--- src/drive_prot_pkg.sv ---
/*
 * Shared constants of the drive protection and torque monitor block:
 * register offsets, field positions, setting codes, thresholds and the
 * detection time step. Assumes a 100 MHz control clock.
 */
package drive_prot_pkg;

    // Register byte offsets
    localparam logic [7:0] ADDR_CTRL      = 8'h00;
    localparam logic [7:0] ADDR_OVER_CFG  = 8'h04;
    localparam logic [7:0] ADDR_OVER_TIME = 8'h08;
    localparam logic [7:0] ADDR_LOW_CFG   = 8'h0C;
    localparam logic [7:0] ADDR_LOW_TIME  = 8'h10;
    localparam logic [7:0] ADDR_STATUS    = 8'h14;
    localparam logic [7:0] ADDR_IRQ_STAT  = 8'h18;
    localparam logic [7:0] ADDR_IRQ_CLR   = 8'h1C;
    localparam logic [7:0] ADDR_IRQ_EN    = 8'h20;
    localparam logic [7:0] ADDR_FAULT_RST = 8'h24;

    // Control register bits
    localparam int CTRL_REG_OFF  = 0;
    localparam int CTRL_SUPPLY   = 1;
    localparam int CTRL_MOTOR    = 2;
    localparam int CTRL_VECTOR   = 3;

    // Detection config fields
    localparam int CFG_SEL_LSB   = 0;
    localparam int CFG_RESP_LSB  = 8;
    localparam int CFG_LVL_LSB   = 16;
    localparam int LVL_W         = 9;
    localparam int TIME_W        = 7;

    // Writable bits and reset values
    localparam logic [31:0] CTRL_MASK  = 32'h0000_000F;
    localparam logic [31:0] CFG_MASK   = 32'h01FF_0303;
    localparam logic [31:0] TIME_MASK  = 32'h0000_007F;
    localparam logic [31:0] IRQ_MASK   = 32'h0000_000F;
    localparam logic [31:0] RESET_WORD = 32'h0000_0000;

    // Selection and response codes
    localparam logic [1:0] SEL_OFF   = 2'h0;
    localparam logic [1:0] SEL_SPEED = 2'h1;
    localparam logic [1:0] SEL_RUN   = 2'h2;
    localparam logic [1:0] RESP_DEC  = 2'h0;
    localparam logic [1:0] RESP_WARN = 2'h1;
    localparam logic [1:0] RESP_COAST = 2'h2;

    // Limits in percent and tenths of a second
    localparam logic [LVL_W-1:0]  LVL_MAX  = 9'h12C;
    localparam logic [TIME_W-1:0] TIME_MAX = 7'h64;
    localparam int SUPPLY_MIN_PCT = 30;
    localparam int MOTOR_MIN_PCT  = 10;

    // Detection time step
    localparam int CLK_PERIOD_NS = 10;
    localparam int STEP_NS       = 100_000_000;
    localparam int STEP_CYCLES   = STEP_NS / CLK_PERIOD_NS;

    typedef enum logic [2:0] {
        FAULT_NONE,
        FAULT_SUPPLY,
        FAULT_MOTOR,
        FAULT_OVER,
        FAULT_LOW
    } fault_t;

endpackage

--- src/torque_qualifier.sv ---
/*
 * Qualifies a level excursion of the monitored current or torque over a
 * programmed time in 0.1 s steps. Assumes tick_i pulses once per step.
 */
`timescale 1ns/10ps

module torque_qualifier
    import drive_prot_pkg::*;
#(
    parameter int MEAS_W = 10,
    parameter bit ABOVE  = 1'b1
)
(
    // Clock and reset
    input  wire logic              clk_i,
    input  wire logic              rst_i,
    // Step and arming
    input  wire logic              tick_i,
    input  wire logic              armed_i,
    // Measurement and settings
    input  wire logic [MEAS_W-1:0] value_i,
    input  wire logic [LVL_W-1:0]  level_i,
    input  wire logic [TIME_W-1:0] time_i,
    // Result
    output logic                   detected_o
);

    logic [TIME_W-1:0] count_q;
    logic [TIME_W-1:0] count_d;
    logic              cond;
    logic [MEAS_W-1:0] level_w;

    assign level_w = MEAS_W'(level_i);
    assign cond    = armed_i &&
                     (ABOVE ? (value_i > level_w) : (value_i < level_w));
    // Timer restarts on every new excursion
    assign count_d = !cond ? '0 :
                     (tick_i && count_q < time_i) ? count_q + 1'b1 :
                     count_q;

    always_ff @(posedge clk_i)
    begin
        if (rst_i)
        begin
            count_q    <= '0;
            detected_o <= 1'b0;
        end
        else
        begin
            count_q    <= count_d;
            detected_o <= cond && (count_q >= time_i);
        end
    end

    // Detection only follows a qualifying excursion
    held_cond_a: assert property (@(posedge clk_i) disable iff (rst_i)
        $rose(detected_o) |-> $past(cond) && $past(count_q >= time_i))
        else $error("detection without a qualified excursion");

    drop_warn_a: assert property (@(posedge clk_i) disable iff (rst_i)
        !cond |=> !detected_o)
        else $error("detection held after the condition ended");

    if (MEAS_W < LVL_W)
    begin : g_width_chk
        $error("MEAS_W too narrow for the detection level");
    end

endmodule // torque_qualifier

--- src/drive_prot_monitor.sv ---
/*
 * Protection and supervision logic of a motor drive: voltage regulation
 * enable, supply and motor phase loss trips, over and low torque
 * detection with fault or warning responses, Wishbone register slave and
 * interrupt. Assumes measurements in percent of rated value, synchronous
 * to clk_i, and a power stage that obeys the stop outputs.
 */
// Design decisions made here: the register offsets and the Wishbone register port.
`timescale 1ns/10ps

// Operation
// - Setting 0 regulates output voltage, 1 follows supply
// - Supply phase loss trips output, fault contact
// - Supply loss ignored below 30% current
// - Motor phase loss trips output, fault contact
// - Motor loss ignored below 10% current
// - Over-torque arm: off, at speed, running
// - Over-torque response: decelerate, warn, coast
// - Over-torque level 0 to 300 percent
// - Over-torque time 0.0 to 10.0 s
// - Low-torque arm: off, at speed, running
// - Low-torque response: decelerate, warn, coast
// - Over on rise, low on fall
// - Current reference under V/f, torque under vector
// - Over-torque needs continuous excursion for time
// - Low-torque needs continuous excursion for time
module drive_prot_monitor
    import drive_prot_pkg::*;
#(
    parameter int MEAS_W      = 10,
    parameter int TICK_CYCLES = STEP_CYCLES
)
(
    // Clock and reset
    input  wire logic              clk_i,
    input  wire logic              rst_i,
    // Wishbone slave
    input  wire logic              wb_cyc_i,
    input  wire logic              wb_stb_i,
    input  wire logic              wb_we_i,
    input  wire logic [7:0]        wb_adr_i,
    input  wire logic [3:0]        wb_sel_i,
    input  wire logic [31:0]       wb_dat_i,
    output logic [31:0]            wb_dat_o,
    output logic                   wb_ack_o,
    // Power stage status
    input  wire logic [MEAS_W-1:0] current_pct_i,
    input  wire logic [MEAS_W-1:0] torque_pct_i,
    input  wire logic              running_i,
    input  wire logic              at_speed_i,
    input  wire logic              supply_phase_lost_i,
    input  wire logic              motor_phase_lost_i,
    // Drive commands and indications
    output logic                   voltage_regulation_en_o,
    output logic                   output_off_o,
    output logic                   decel_stop_o,
    output logic                   fault_contact_o,
    output logic [2:0]             fault_code_o,
    output logic                   over_warn_o,
    output logic                   low_warn_o,
    output logic                   irq_o
);

    localparam int TCW = $clog2(TICK_CYCLES + 1);

    function automatic logic [31:0] lane_mask(input logic [3:0] sel);
        lane_mask = {{8{sel[3]}}, {8{sel[2]}}, {8{sel[1]}}, {8{sel[0]}}};
    endfunction

    function automatic logic armed(input logic [1:0] sel,
                                   input logic       run,
                                   input logic       spd);
        armed = (sel == SEL_SPEED) ? (run && spd) :
                (sel == SEL_RUN)   ? run : 1'b0;
    endfunction

    // Registers
    logic [31:0]  ctrl_q;
    logic [31:0]  cfg_q [2];
    logic [31:0]  time_q [2];
    logic [3:0]   irq_stat_q;
    logic [3:0]   irq_en_q;
    logic [TCW-1:0] tick_cnt_q;
    logic         tick_q;
    logic [1:0]   det_q;
    fault_t       fault_q;
    fault_t       fault_d;
    logic         coast_q;
    logic         coast_d;

    // Bus decode
    logic        req;
    logic        wr;
    logic [31:0] wmask;
    logic        wr_ctrl;
    logic        wr_cfg [2];
    logic        wr_time [2];
    logic        wr_irq_clr;
    logic        wr_irq_en;
    logic        wr_fault_rst;
    logic [31:0] rd_data;
    logic [31:0] status_w;

    assign req     = wb_cyc_i && wb_stb_i && !wb_ack_o;
    assign wr      = req && wb_we_i;
    assign wmask   = lane_mask(wb_sel_i);
    assign wr_ctrl = wr && (wb_adr_i == ADDR_CTRL);
    assign wr_cfg[0]  = wr && (wb_adr_i == ADDR_OVER_CFG);
    assign wr_cfg[1]  = wr && (wb_adr_i == ADDR_LOW_CFG);
    assign wr_time[0] = wr && (wb_adr_i == ADDR_OVER_TIME);
    assign wr_time[1] = wr && (wb_adr_i == ADDR_LOW_TIME);
    assign wr_irq_clr = wr && (wb_adr_i == ADDR_IRQ_CLR) && wb_sel_i[0];
    assign wr_irq_en  = wr && (wb_adr_i == ADDR_IRQ_EN) && wb_sel_i[0];
    assign wr_fault_rst = wr && (wb_adr_i == ADDR_FAULT_RST) &&
                          wb_sel_i[0] && wb_dat_i[0];

    // Unmapped offsets and the clear registers read as zero
    assign rd_data =
        (wb_adr_i == ADDR_CTRL)      ? ctrl_q :
        (wb_adr_i == ADDR_OVER_CFG)  ? cfg_q[0] :
        (wb_adr_i == ADDR_OVER_TIME) ? time_q[0] :
        (wb_adr_i == ADDR_LOW_CFG)   ? cfg_q[1] :
        (wb_adr_i == ADDR_LOW_TIME)  ? time_q[1] :
        (wb_adr_i == ADDR_STATUS)    ? status_w :
        (wb_adr_i == ADDR_IRQ_STAT)  ? {28'h000_0000, irq_stat_q} :
        (wb_adr_i == ADDR_IRQ_EN)    ? {28'h000_0000, irq_en_q} :
        32'h0000_0000;

    assign status_w = {23'h00_0000, output_off_o, decel_stop_o,
                       fault_code_o, fault_contact_o, det_q,
                       voltage_regulation_en_o};

    always_ff @(posedge clk_i)
    begin
        if (rst_i)
        begin
            wb_ack_o <= 1'b0;
            wb_dat_o <= 32'h0000_0000;
        end
        else
        begin
            wb_ack_o <= req;
            wb_dat_o <= req ? rd_data : 32'h0000_0000;
        end
    end

    always_ff @(posedge clk_i)
    begin
        if (rst_i)
            ctrl_q <= RESET_WORD;
        else if (wr_ctrl)
            ctrl_q <= ((ctrl_q & ~wmask) | (wb_dat_i & wmask)) & CTRL_MASK;
    end

    // Time step for the qualification timers
    always_ff @(posedge clk_i)
    begin
        if (rst_i)
        begin
            tick_cnt_q <= '0;
            tick_q     <= 1'b0;
        end
        else
        begin
            tick_q     <= (tick_cnt_q == TCW'(TICK_CYCLES - 1));
            tick_cnt_q <= (tick_cnt_q == TCW'(TICK_CYCLES - 1)) ?
                          '0 : tick_cnt_q + 1'b1;
        end
    end

    logic [MEAS_W-1:0] meas;
    assign meas = ctrl_q[CTRL_VECTOR] ? torque_pct_i : current_pct_i;

    logic [1:0] sel_w  [2];
    logic [1:0] resp_w [2];
    logic       det_w  [2];

    // Index 0 watches rises, index 1 falls
    for (genvar i = 0; i < 2; i++)
    begin : g_det
        logic [LVL_W-1:0]  lvl_raw;
        logic [LVL_W-1:0]  lvl;
        logic [TIME_W-1:0] tm_raw;
        logic [TIME_W-1:0] tm;

        always_ff @(posedge clk_i)
        begin
            if (rst_i)
            begin
                cfg_q[i]  <= RESET_WORD;
                time_q[i] <= RESET_WORD;
            end
            else
            begin
                if (wr_cfg[i])
                    cfg_q[i] <= ((cfg_q[i] & ~wmask) |
                                 (wb_dat_i & wmask)) & CFG_MASK;
                if (wr_time[i])
                    time_q[i] <= ((time_q[i] & ~wmask) |
                                  (wb_dat_i & wmask)) & TIME_MASK;
            end
        end

        assign sel_w[i]  = cfg_q[i][CFG_SEL_LSB +: 2];
        assign resp_w[i] = cfg_q[i][CFG_RESP_LSB +: 2];
        assign lvl_raw   = cfg_q[i][CFG_LVL_LSB +: LVL_W];
        assign tm_raw    = time_q[i][TIME_W-1:0];
        assign lvl = (lvl_raw > LVL_MAX) ? LVL_MAX : lvl_raw;
        assign tm  = (tm_raw > TIME_MAX) ? TIME_MAX : tm_raw;

        torque_qualifier #(
            .MEAS_W (MEAS_W),
            .ABOVE  (i == 0)
        ) u_qual (
            .clk_i      (clk_i),
            .rst_i      (rst_i),
            .tick_i     (tick_q),
            .armed_i    (armed(sel_w[i], running_i, at_speed_i)),
            .value_i    (meas),
            .level_i    (lvl),
            .time_i     (tm),
            .detected_o (det_w[i])
        );
    end

    // Phase loss checks gated by output current
    logic supply_trip;
    logic motor_trip;
    logic over_trip;
    logic low_trip;

    assign supply_trip = ctrl_q[CTRL_SUPPLY] && supply_phase_lost_i &&
                         (current_pct_i >= MEAS_W'(SUPPLY_MIN_PCT));
    assign motor_trip  = ctrl_q[CTRL_MOTOR] && motor_phase_lost_i &&
                         (current_pct_i >= MEAS_W'(MOTOR_MIN_PCT));
    assign over_trip   = det_w[0] && (resp_w[0] != RESP_WARN);
    assign low_trip    = det_w[1] && (resp_w[1] != RESP_WARN);

    // First trip wins and stays until reset; a trip present in the
    // reset cycle is latched again so no event is lost.
    always_comb
    begin
        fault_d = fault_q;
        coast_d = coast_q;
        if (fault_q == FAULT_NONE || wr_fault_rst)
        begin
            fault_d = FAULT_NONE;
            coast_d = 1'b0;
            if (supply_trip)
            begin
                fault_d = FAULT_SUPPLY;
                coast_d = 1'b1;
            end
            else if (motor_trip)
            begin
                fault_d = FAULT_MOTOR;
                coast_d = 1'b1;
            end
            else if (over_trip)
            begin
                fault_d = FAULT_OVER;
                coast_d = (resp_w[0] == RESP_COAST);
            end
            else if (low_trip)
            begin
                fault_d = FAULT_LOW;
                coast_d = (resp_w[1] == RESP_COAST);
            end
        end
    end

    logic [3:0] irq_ev;
    assign irq_ev = {det_w[1] && !det_q[1], det_w[0] && !det_q[0],
                     motor_trip, supply_trip};

    always_ff @(posedge clk_i)
    begin
        if (rst_i)
        begin
            fault_q    <= FAULT_NONE;
            coast_q    <= 1'b0;
            det_q      <= 2'h0;
            irq_stat_q <= 4'h0;
            irq_en_q   <= 4'h0;
        end
        else
        begin
            fault_q <= fault_d;
            coast_q <= coast_d;
            det_q   <= {det_w[1], det_w[0]};
            // New events win over a clear in the same cycle
            irq_stat_q <= irq_ev | (irq_stat_q &
                          ~(wr_irq_clr ? wb_dat_i[3:0] : 4'h0));
            if (wr_irq_en)
                irq_en_q <= wb_dat_i[3:0] & IRQ_MASK[3:0];
        end
    end

    // Indication and command flops
    always_ff @(posedge clk_i)
    begin
        if (rst_i)
        begin
            voltage_regulation_en_o <= 1'b1;
            output_off_o    <= 1'b0;
            decel_stop_o    <= 1'b0;
            fault_contact_o <= 1'b0;
            fault_code_o    <= 3'h0;
            over_warn_o     <= 1'b0;
            low_warn_o      <= 1'b0;
            irq_o           <= 1'b0;
        end
        else
        begin
            voltage_regulation_en_o <= !ctrl_q[CTRL_REG_OFF];
            output_off_o    <= (fault_q != FAULT_NONE) && coast_q;
            decel_stop_o    <= (fault_q != FAULT_NONE) && !coast_q;
            fault_contact_o <= (fault_q != FAULT_NONE);
            fault_code_o    <= fault_q;
            over_warn_o <= det_w[0] && (resp_w[0] == RESP_WARN);
            low_warn_o  <= det_w[1] && (resp_w[1] == RESP_WARN);
            irq_o       <= |(irq_stat_q & irq_en_q);
        end
    end

    ack_pulse_a: assert property (@(posedge clk_i) disable iff (rst_i)
        wb_ack_o |=> !wb_ack_o)
        else $error("ack held for more than one cycle");

    ack_latency_a: assert property (@(posedge clk_i) disable iff (rst_i)
        (wb_cyc_i && wb_stb_i && !wb_ack_o) |=> wb_ack_o)
        else $error("request not answered in one cycle");

    regulation_off_a: assert property (@(posedge clk_i)
        disable iff (rst_i)
        (wr_ctrl && wb_sel_i[0] && wb_dat_i[CTRL_REG_OFF])
        |=> ##1 !voltage_regulation_en_o)
        else $error("regulation still enabled after setting 1");

    supply_gate_a: assert property (@(posedge clk_i)
        disable iff (rst_i)
        (fault_d == FAULT_SUPPLY && fault_q != FAULT_SUPPLY) |->
        (current_pct_i >= MEAS_W'(SUPPLY_MIN_PCT)) && supply_phase_lost_i)
        else $error("supply loss latched below 30 percent");

    motor_gate_a: assert property (@(posedge clk_i)
        disable iff (rst_i)
        (fault_d == FAULT_MOTOR && fault_q != FAULT_MOTOR) |->
        (current_pct_i >= MEAS_W'(MOTOR_MIN_PCT)) && ctrl_q[CTRL_MOTOR])
        else $error("motor loss latched below 10 percent or disabled");

    phase_trip_a: assert property (@(posedge clk_i)
        disable iff (rst_i)
        (fault_q == FAULT_SUPPLY || fault_q == FAULT_MOTOR) |=>
        output_off_o && fault_contact_o && !decel_stop_o)
        else $error("phase loss did not turn the output off");

    warn_only_a: assert property (@(posedge clk_i)
        disable iff (rst_i)
        (det_w[0] && resp_w[0] == RESP_WARN) |=> over_warn_o)
        else $error("over-torque warning missing");

    arm_off_a: assert property (@(posedge clk_i)
        disable iff (rst_i)
        (sel_w[0] == SEL_OFF) [*2] |-> !det_w[0])
        else $error("over-torque detected while disabled");

    if (TICK_CYCLES < 2)
    begin : g_tick_chk
        $error("TICK_CYCLES must be at least 2");
    end

endmodule // drive_prot_monitor

--- config.mk ---
export PLATFORM = sky130hd
export DESIGN_NAME = drive_prot_monitor
export DESIGN_NICKNAME = d
export VERILOG_FILES = /design/src/drive_prot_pkg.sv /design/src/torque_qualifier.sv /design/src/drive_prot_monitor.sv
export SDC_FILE = /design/constraint.sdc
export NUM_CORES = 1
export LEC_CHECK = 0
export BUFFER_PORTS_ARGS = -buffer_cell sky130_fd_sc_hd__buf_2
export CORE_AREA = 2 2 114 116
export CTS_BUF_LIST = sky130_fd_sc_hd__clkbuf_2 sky130_fd_sc_hd__clkbuf_4 sky130_fd_sc_hd__clkbuf_8
export DETAILED_ROUTE_END_ITERATION = 7
export DIE_AREA = 0 0 116 118
export GPL_TIMING_DRIVEN = 0
export PLACE_DENSITY = 0.83
export SLEW_MARGIN = 0
export SYNTH_ARGS = -nofsm -noshare
export SYNTH_HDL_FRONTEND = slang
export SYNTH_HIERARCHICAL = 1
export SYNTH_SLANG_ARGS = --single-unit
--- constraint.sdc ---
create_clock -name clk_i -period 7.5 [get_ports clk_i]
set_input_delay 1.125 -clock clk_i [delete_from_list [all_inputs] [get_ports clk_i]]
set_output_delay 1.125 -clock clk_i [all_outputs]
set_load 0.1 [all_outputs]
== Word-level counts from Yosys, hierarchy flattened ==
Memory sizes are Yosys's and may differ from the RTL's.
Cells that the tools add are included.
Storage, ports and cells
  register bits: 102
  memories kept: 2
  memory bits (writable): 40
  input port bits: 73
  output and inout port bits: 43
  word-level logic and storage cells: 176
Operators by class
  add/subtract/negate cells: 3
  equal/unequal tests: 20
  muxes and demuxes: 44
  $lt $le $gt $ge: 12
  bitwise operators: 23
  reductions and logical operators: 49
Memories
  cfg_q: words 2, bits a word 13, read ports 2, clocked after memory_dff 0, wr ports 2, line drive_prot_monitor.sv:79  | logic [31:0] cfg_q [2];
  time_q: words 2, bits a word 7, read ports 2, clocked after memory_dff 0, wr ports 2, line drive_prot_monitor.sv:80  | logic [31:0] time_q [2];
Operator list (count)
  32-bit two-way mux: 4
  25-bit AND: 3
  25-bit bitwise OR: 2
  1-bit logical AND: 34
  8-bit by 5-bit equality test with 1-bit output (second input constant): 4
  7-bit two-way mux: 4
  9-bit two-way mux: 3
  13-bit two-way mux: 2
  25-bit inverter: 1
  24-bit by 1-bit adder with 24-bit output (second input constant): 1
  24-bit equality test (second input constant): 1
  1-bit two-way mux: 22
  9-bit greater-than comparator (second input constant): 2
  8-bit by 4-bit equality test with 1-bit output (second input constant): 2
  8-bit by 6-bit equality test with 1-bit output (second input constant): 2
  4-bit two-way mux: 4
  7-bit by 1-bit adder with 7-bit output (second input constant): 2
  7-bit AND: 2
  7-bit >= comparator: 2
  7-bit greater-than comparator (second input constant): 2
  7-bit less-than comparator: 2
  7-bit bitwise OR: 2
  4-bit AND: 3
  3-bit two-way mux: 4
  21 further kinds: 41

== Depth between registers and ports, before layout ==
Gate-level depths: netlist (run 1).
  depth in word-level cells: 9
  mapped depth: 11
  depth with buffers taken out: 11

== Hierarchy ==
Netlist (run 1), hierarchy kept.
By module, submodules not included
  drive_prot_monitor: sequential area each 2662.6 um2, cells each 623, area an instance 5750.5 um2, instances 1
  torque_qualifier (g_det[0].u_qual): sequential area each 160.2 um2, cells each 98, area an instance 840.8 um2, instances 1
  torque_qualifier (g_det[1].u_qual): sequential area each 160.2 um2, cells each 89, area an instance 765.7 um2, instances 1

== Worst setup path before layout (run 1) ==
Ideal clock, no wire load.
  path kind: input-to-reg
  from: input port wb_adr_i[7]
  to: memory cfg_q[1][0] in the netlist's numbering, enable pin
  buffers on the path: 2
  arrival time: 2581 ps
  path slack: 4564 ps
  setup time: 356 ps
  stages on the path: 6
  required time: 7144 ps
  cells stage by stage: or4_1 > buf_2 > nor3_4 > buf_4 > nand2_1 > nand2_1
RTL lines
  start, declared: line drive_prot_monitor.sv:41  | input wire logic [7:0] wb_adr_i,
  end, declared: line drive_prot_monitor.sv:79

==> results of run 1 <==
-- registers in the layout, indices dropped and copies added, names as in the netlist, named ones only --
name / cells
g_det.u_qual/count_q: 14
wb_ack_o: 1
fault_code_o: 3
det_q: 2
fault_q: 3
voltage_regulation_en_o: 1
irq_stat_q: 4
low_warn_o: 1
tick_cnt_q: 24
wb_dat_o: 19
g_det.u_qual/detected_o: 2
coast_q: 1
irq_o: 1
tick_q: 1
output_off_o: 1
over_warn_o: 1
time_q: 14
fault_contact_o: 1
cfg_q: 26
irq_en_q: 4
decel_stop_o: 1
-- synthesized netlist by cell type (14+ instances only) --
cell type,count,area [sq um]
a21oi_1,58,290
a21oi_2,14,123
a22oi_1,17,128
buf_4,14,105
clkbuf_1,24,90.1
dfxtp_1,89,1780
edfxtp_1,40,1200
ha_1,34,425
inv_1,45,169
mux2i_1,16,160
nand2_1,66,248
nand2b_1,44,275
nand3_1,22,110
nand4_1,16,100
nor2_1,61,229
nor2b_1,23,144
o21ai_0,25,125
-- kinds of logic (layout without fill, tap and decap cells) --
family / after synthesis / count (layout) / synth area share, %
other cells: 1 / 13 / 0.0510
simple gates: 328 / 328 / 25.0
xor+xnor: 18 / 18 / 2.14
fa+ha+maj: 34 / 34 / 5.78
flops: 129 / 129 / 40.5
buf+inv: 93 / 212 / 5.78
mux: 27 / 27 / 3.86
compound gates: 180 / 180 / 16.9
-- per-layer routing --
metal / wire length, um / GRT usage (%) / vias up
met5: 0 / 0 / -
met3: 1470 / 6.64 / 53
met1: 7640 / 35.7 / 3031
li1: - / - / 3137
met2: 8870 / 44.9 / 315
met4: 558 / 11.5 / 0
-- stage by stage --
step	std cells	utilization (%)	setup WS (ns)	area [sq um]	hold WS (ns)
final	1113	68.3	4.20	8480	0.449
after global routing	1113	68.3	4.02	8480	0.453
after CTS	1113	68.3	4.40	8480	0.443
after detailed placement	1081	64.9	3.90	8050	0.417
after global placement	1081	64.9	3.94	8050	0.416
after floorplan	822	-	4.56	7400	0.370
-- path summary, 6_finish.rpt --
| check | cells after the start | end |
|---|---|---|
| min | 1 | decel_stop_o |
| max reg2reg | 9 | g_det[0].u_qual/count_q[0] |
| max | 4 | time_q[1][4] |
| min reg2reg | 1 | decel_stop_o |
-- cell usage in the layout, fill, tap and decap left out, types with 6 or more instances in the layout --
| cell type | count |
|---|---|
| mux2i_1 | 16 |
| a21oi_2 | 14 |
| clkbuf_8 | 17 |
| and3_1 | 11 |
| inv_1 | 45 |
| mux2_2 | 11 |
| or2_2 | 10 |
| ha_1 | 34 |
| nand2b_1 | 44 |
| or4_1 | 10 |
| nor3_1 | 10 |
| nor4_1 | 6 |
| dfxtp_1 | 89 |
| buf_4 | 14 |
| edfxtp_1 | 40 |
| nor2_1 | 61 |
| conb_1 | 13 |
| nand2_1 | 66 |
| nand4_1 | 16 |
| o21ai_0 | 25 |
| a21oi_1 | 58 |
| or3_1 | 9 |
| clkbuf_1 | 24 |
| buf_2 | 94 |
| xor2_1 | 8 |
| o31ai_1 | 11 |
| a221oi_1 | 8 |
| xnor2_1 | 10 |
| nor2b_1 | 23 |
| and2_1 | 10 |
| a22oi_1 | 17 |
| nand3_1 | 22 |
-- layout make-up --
type,instances,area (sq um)
well taps,172,215
flip-flops and latches,129,2980
plain buffers,48,256
multi-input cells,600,3990
fillers,1022,3930
clock inverters,15,196
inverters,45,169
repair buffers,87,435
clock buffers,17,234
-- power by group through the flow --
stage               logic, mW  clock network (mW)  registers [mW]
global route            0.168               0.694           0.740
CTS                     0.153               0.663           0.738
finish                  0.155               0.657           0.738
detailed placement      0.152                   0           0.754
floorplan               0.107                   0           0.753
global placement        0.150                   0           0.754
-- worst max-delay path: cells and delay by family --
kind,cells,cell delay (ns)
and+or+nand+nor,2,1.24
AOI/OAI and AO/OA,1,0.89
buffers and inverters,1,0.13
==> metrics, run 1 <==
Max Cap Viol 0; min-delay src coast_q; LEAKAGE 3.38 nW; DR DRC count 0; Post-DRT Antenna Nets 0; Crit path arrival time 3.38 ns; GPL Wtd Cong 0.933; Clock Tree Buf Depth 2; crit path launch wb_adr_i[1]; Logic pwr share 10.0%; RSZ-0062 raised after global routing false; r2r setup slk 4.54 ns; Avg Cell Area, Syn 9.08 sq um; largest net degree at the start of global routing 17; Post-synth ARST share 0%; die height 118 um; Syn-to-layout area delta 15.3%; htree depth 4; clock latency on the worst-skew pair 0.46 ns; Setup Skew 0.0103 ns; mapped cell area 7360 sq um; startpoint types input port; final worst path period share 44.0%; post-layout min period 3.30 ns; Synth cell types 79; Power Total 1.55 mW; Pwr per Cell Area 183 nW/um^2; Main synth FF type dfxtp_1; Net Sw Frac 27.8%; initial antenna violation count 0; core area 12400 sq um; Inserted Clock Buffers 17; Std-Cell Rows 41; Crit path required time 7.58 ns; # clock sinks 129; grt total ovfl 0; Max FO, Critical Path 7; PortBufs 87; vias in the first global route 6168; Avg WL per Cell 16.7 um; Sw Pwr 0.430 mW; Clk pwr share 42.4%; normalized max-slew margin 15.6%; Pint 1.12 mW; TritonCTS clock tree built; setup repair bufs after CTS 0; Slew Viols, Final 0; Seq cells post-synth 129; starting DRC count in detailed routing 520; crit path max-delay cell type nor4_1; die footprint 13700 sq um; Max VDD drop 0.000203 V; crit end category register; Die X-Extent 116 um; number of endpoints failing setup at the final stage 0; Fin. Hold Viols 0; starting density of the core 59.3%; Post-CTS Hold Buffers 0; I/O pins 116; CP cell instances buf_2 -> nor4_1 -> nand2_1 -> o21ai_0; hold crit path type register to register; root buf cell clkbuf_8; final wirelength 18500 um; Crit path largest cell delay 1.05 ns; global-route wire length before repair 30000 um; Syn. warnings 6; number of diodes 0; CTS resizes 0; drt pass-1 iters 5; reg-to-reg startpoint cfg_q[0][7]; register area share after synthesis 40.5%; Vias/cell 5.87; layout cells sized above 1 20.8%; clock-pin slew on the worst setup and hold paths 0.08 ns; Setup CP Type input port to register; Worst-Margin Slew 1.25 ns; setup TNS 0 ns; number of synthesized flops with an enable pin 40; Synth Instances 810; Fmax 303 MHz; layout net count 1035; via count 6536; status complete, no violations; Post-DP HPWL 14000 um; Seq pwr share 47.6%; gr usage total 27.9%
Power figures use the tool's default switching activity.
==> run 2, diff against run 1 <==
Settings changed: CORE_AREA 2 2 114 116 to 2 2 115 117, DIE_AREA 0 0 116 118 to 0 0 117 119, PLACE_DENSITY 0.83 to 0.82.
Clock period 7.5 ns to 3.2 ns, I/O delays scaled along.
==> run 2 against run 1 <==
Via count is 0.58% lower. Final cell count is 0.27% higher. Core utilization shrank 2.6 points. Highest routed layer unchanged. Combinational power increased by 140%.
==> metrics, run 2 (same netlist as run 1, synthesis figures left out) <==
status complete, no violations; DR DRC count 0; via count 6498; final wirelength 18600 um; die footprint 13900 sq um; Crit path required time 3.48 ns; final instance area 8470 sq um; PortBufs 87; Max Cap Viol 0; crit path max-delay cell type a211oi_1; Vias/cell 5.82; I/O pins 116; drt pass-1 iters 8; Max VDD drop 0.000317 V; RSZ-0062 raised after global routing false; CP cell instances clkbuf_1 -> mux2_2 -> ha_1 -> a21o_1 -> a211oi_1 -> a221oi_1; Post-DP HPWL 14100 um; starting density of the core 57.1%; r2r setup slk 0.16 ns; Sw Pwr 0.921 mW; global-route wire length before repair 29800 um; Register Area 2980 sq um; clock latency on the worst-skew pair 0.45 ns; worst reg2reg path endpoint g_det[0].u_qual/count_q[3]; Setup Skew 0.0143 ns; Pwr per Cell Area 416 nW/um^2; Inserted Clock Buffers 17; post-layout min period 3.04 ns; LEAKAGE 3.36 nW; WHS 0.317 ns; Biggest register cfg_q; setup TNS 0 ns; Filler cells 1055; GPL Wtd Cong 0.940; layout cells sized above 1 20.9%; hold crit path type input port to register; vias in the first global route 6084; Clock Tree Buf Depth 2; Avg WL per Cell 16.7 um; number of endpoints failing setup at the final stage 0; gr usage total 27.5%; Post-CTS Hold Buffers 0; die height 119 um; grt total ovfl 0; starting DRC count in detailed routing 535; Post-DRT Antenna Nets 0; layout net count 1035; Crit path largest cell delay 0.89 ns; Max FO, Critical Path 10; Pint 2.60 mW; worst reg2reg path depth 6; normalized max-slew margin 17.0%; Syn-to-layout area delta 15.1%; Net Sw Frac 26.1%; Crit path arrival time 3.32 ns; Placed Area 8060 sq um; min-delay src wb_dat_i[0]; Layout Utilization 65.8%; core area 12900 sq um; Power Total 3.53 mW; Seq pwr share 49.1%; setup repair bufs after CTS 0; Clk pwr share 40.4%; root buf cell clkbuf_8; TritonCTS clock tree built; Die X-Extent 117 um; clock-pin slew on the worst setup and hold paths 0.08 ns; # clock sinks 129; commonest cells after routing, fill and taps aside buf_2, dfxtp_1, nand2_1; startpoint types register; Fin. Hold Viols 0; final worst path period share 95.1%; largest net degree at the start of global routing 17; crit end category register; Setup CP Type register to register; Std-Cell Rows 42; Worst-Margin Slew 1.23 ns; Fmax 329 MHz; biggest regs cfg_q x26, tick_cnt_q x24, wb_dat_o x19; number of diodes 0; initial antenna violation count 0; Logic pwr share 10.5%; Slew Viols, Final 0; htree depth 4; commonest non-fill, non-tap cell in the layout buf_2; Largest register FFs 26; CTS resizes 0; Hold Crit Depth 3; Multi-input gate area 4000 sq um
==> run 2: changes by cell type in the layout (fill, tap and decap cells not counted) <==
cell,change
bufinv_16,-1
o311ai_1,-1
clkinv_4,-1
o311ai_2,+1
clkbuf_4,+1
clkinvlp_4,+1
clkinv_2,+2
inv_8,-3
clkbuf_8,+4
inv_4,+1
inv_6,-5
==> run 2: critical path: cells and delay by family, from the launching register on <==
| family | cells | cell delay (ns) |
|---|---|---|
| multiplexers | 1 | 0.44 |
| flip-flops | 1 | 0.47 |
| AO/OA/AOI/OAI | 3 | 1.28 |
| adder cells (fa/ha/maj) | 1 | 0.20 |
| buffers and inverters | 1 | 0.47 |
==> run 2: per-stage QoR <==
step           setup slack (ns)  cells
2_1_floorplan             0.774    822
3_3_place_gp              0.186   1085
3_5_place_dp              0.170   1085
4_1_cts                   0.222   1116
5_1_grt                   0.110   1116
6_report                  0.158   1116
==> run 2: cell type report <==
type | count | share of cell area [%]
clock buffer | 22 | 3.50
sequential | 129 | 35.2
tap | 176 | 2.60
inverter | 45 | 2.00
timing repair buffer | 87 | 5.14
clock inverter | 9 | 1.23
buffer | 48 | 3.03
multi-input combinational | 600 | 47.3
==> run 2: power by group through the flow <==
stage                     sequential, mW  clock (mW)  combinational, mW
after floorplan                     1.76           0              0.251
after global placement              1.77           0              0.354
after detailed placement            1.77           0              0.362
after CTS                           1.73        1.43              0.364
after global routing                1.73        1.51              0.397
final                               1.73        1.42              0.369
==> run 2: per-layer routing <==
| metal | global-route usage (%) | wire (um) | up-vias |
|---|---|---|---|
| li1 | - | - | 3141 |
| met4 | 10.7 | 535 | 0 |
| met3 | 5.65 | 1360 | 54 |
| met1 | 35.5 | 7760 | 3044 |
| met5 | 0 | 0 | - |
| met2 | 44.9 | 8980 | 259 |
==> run 2: how the worst max path moves through the flow <==
| stage | from | to | slack [ns] | cells after the start |
|---|---|---|---|---|
| after CTS | register | g_det[0].u_qual/count_q[4] | 0.22 | 6 |
| after global routing | register | g_det[0].u_qual/count_q[4] | 0.11 | 6 |
| after detailed placement | wb_adr_i[7] | time_q[1][6] | 0.17 | 4 |
| after floorplan | time_q[0][1] | g_det[0].u_qual/count_q[4] | 0.77 | 10 |
| final | register | g_det[0].u_qual/count_q[3] | 0.16 | 6 |
| after global placement | wb_adr_i[1] | time_q[1][6] | 0.19 | 4 |
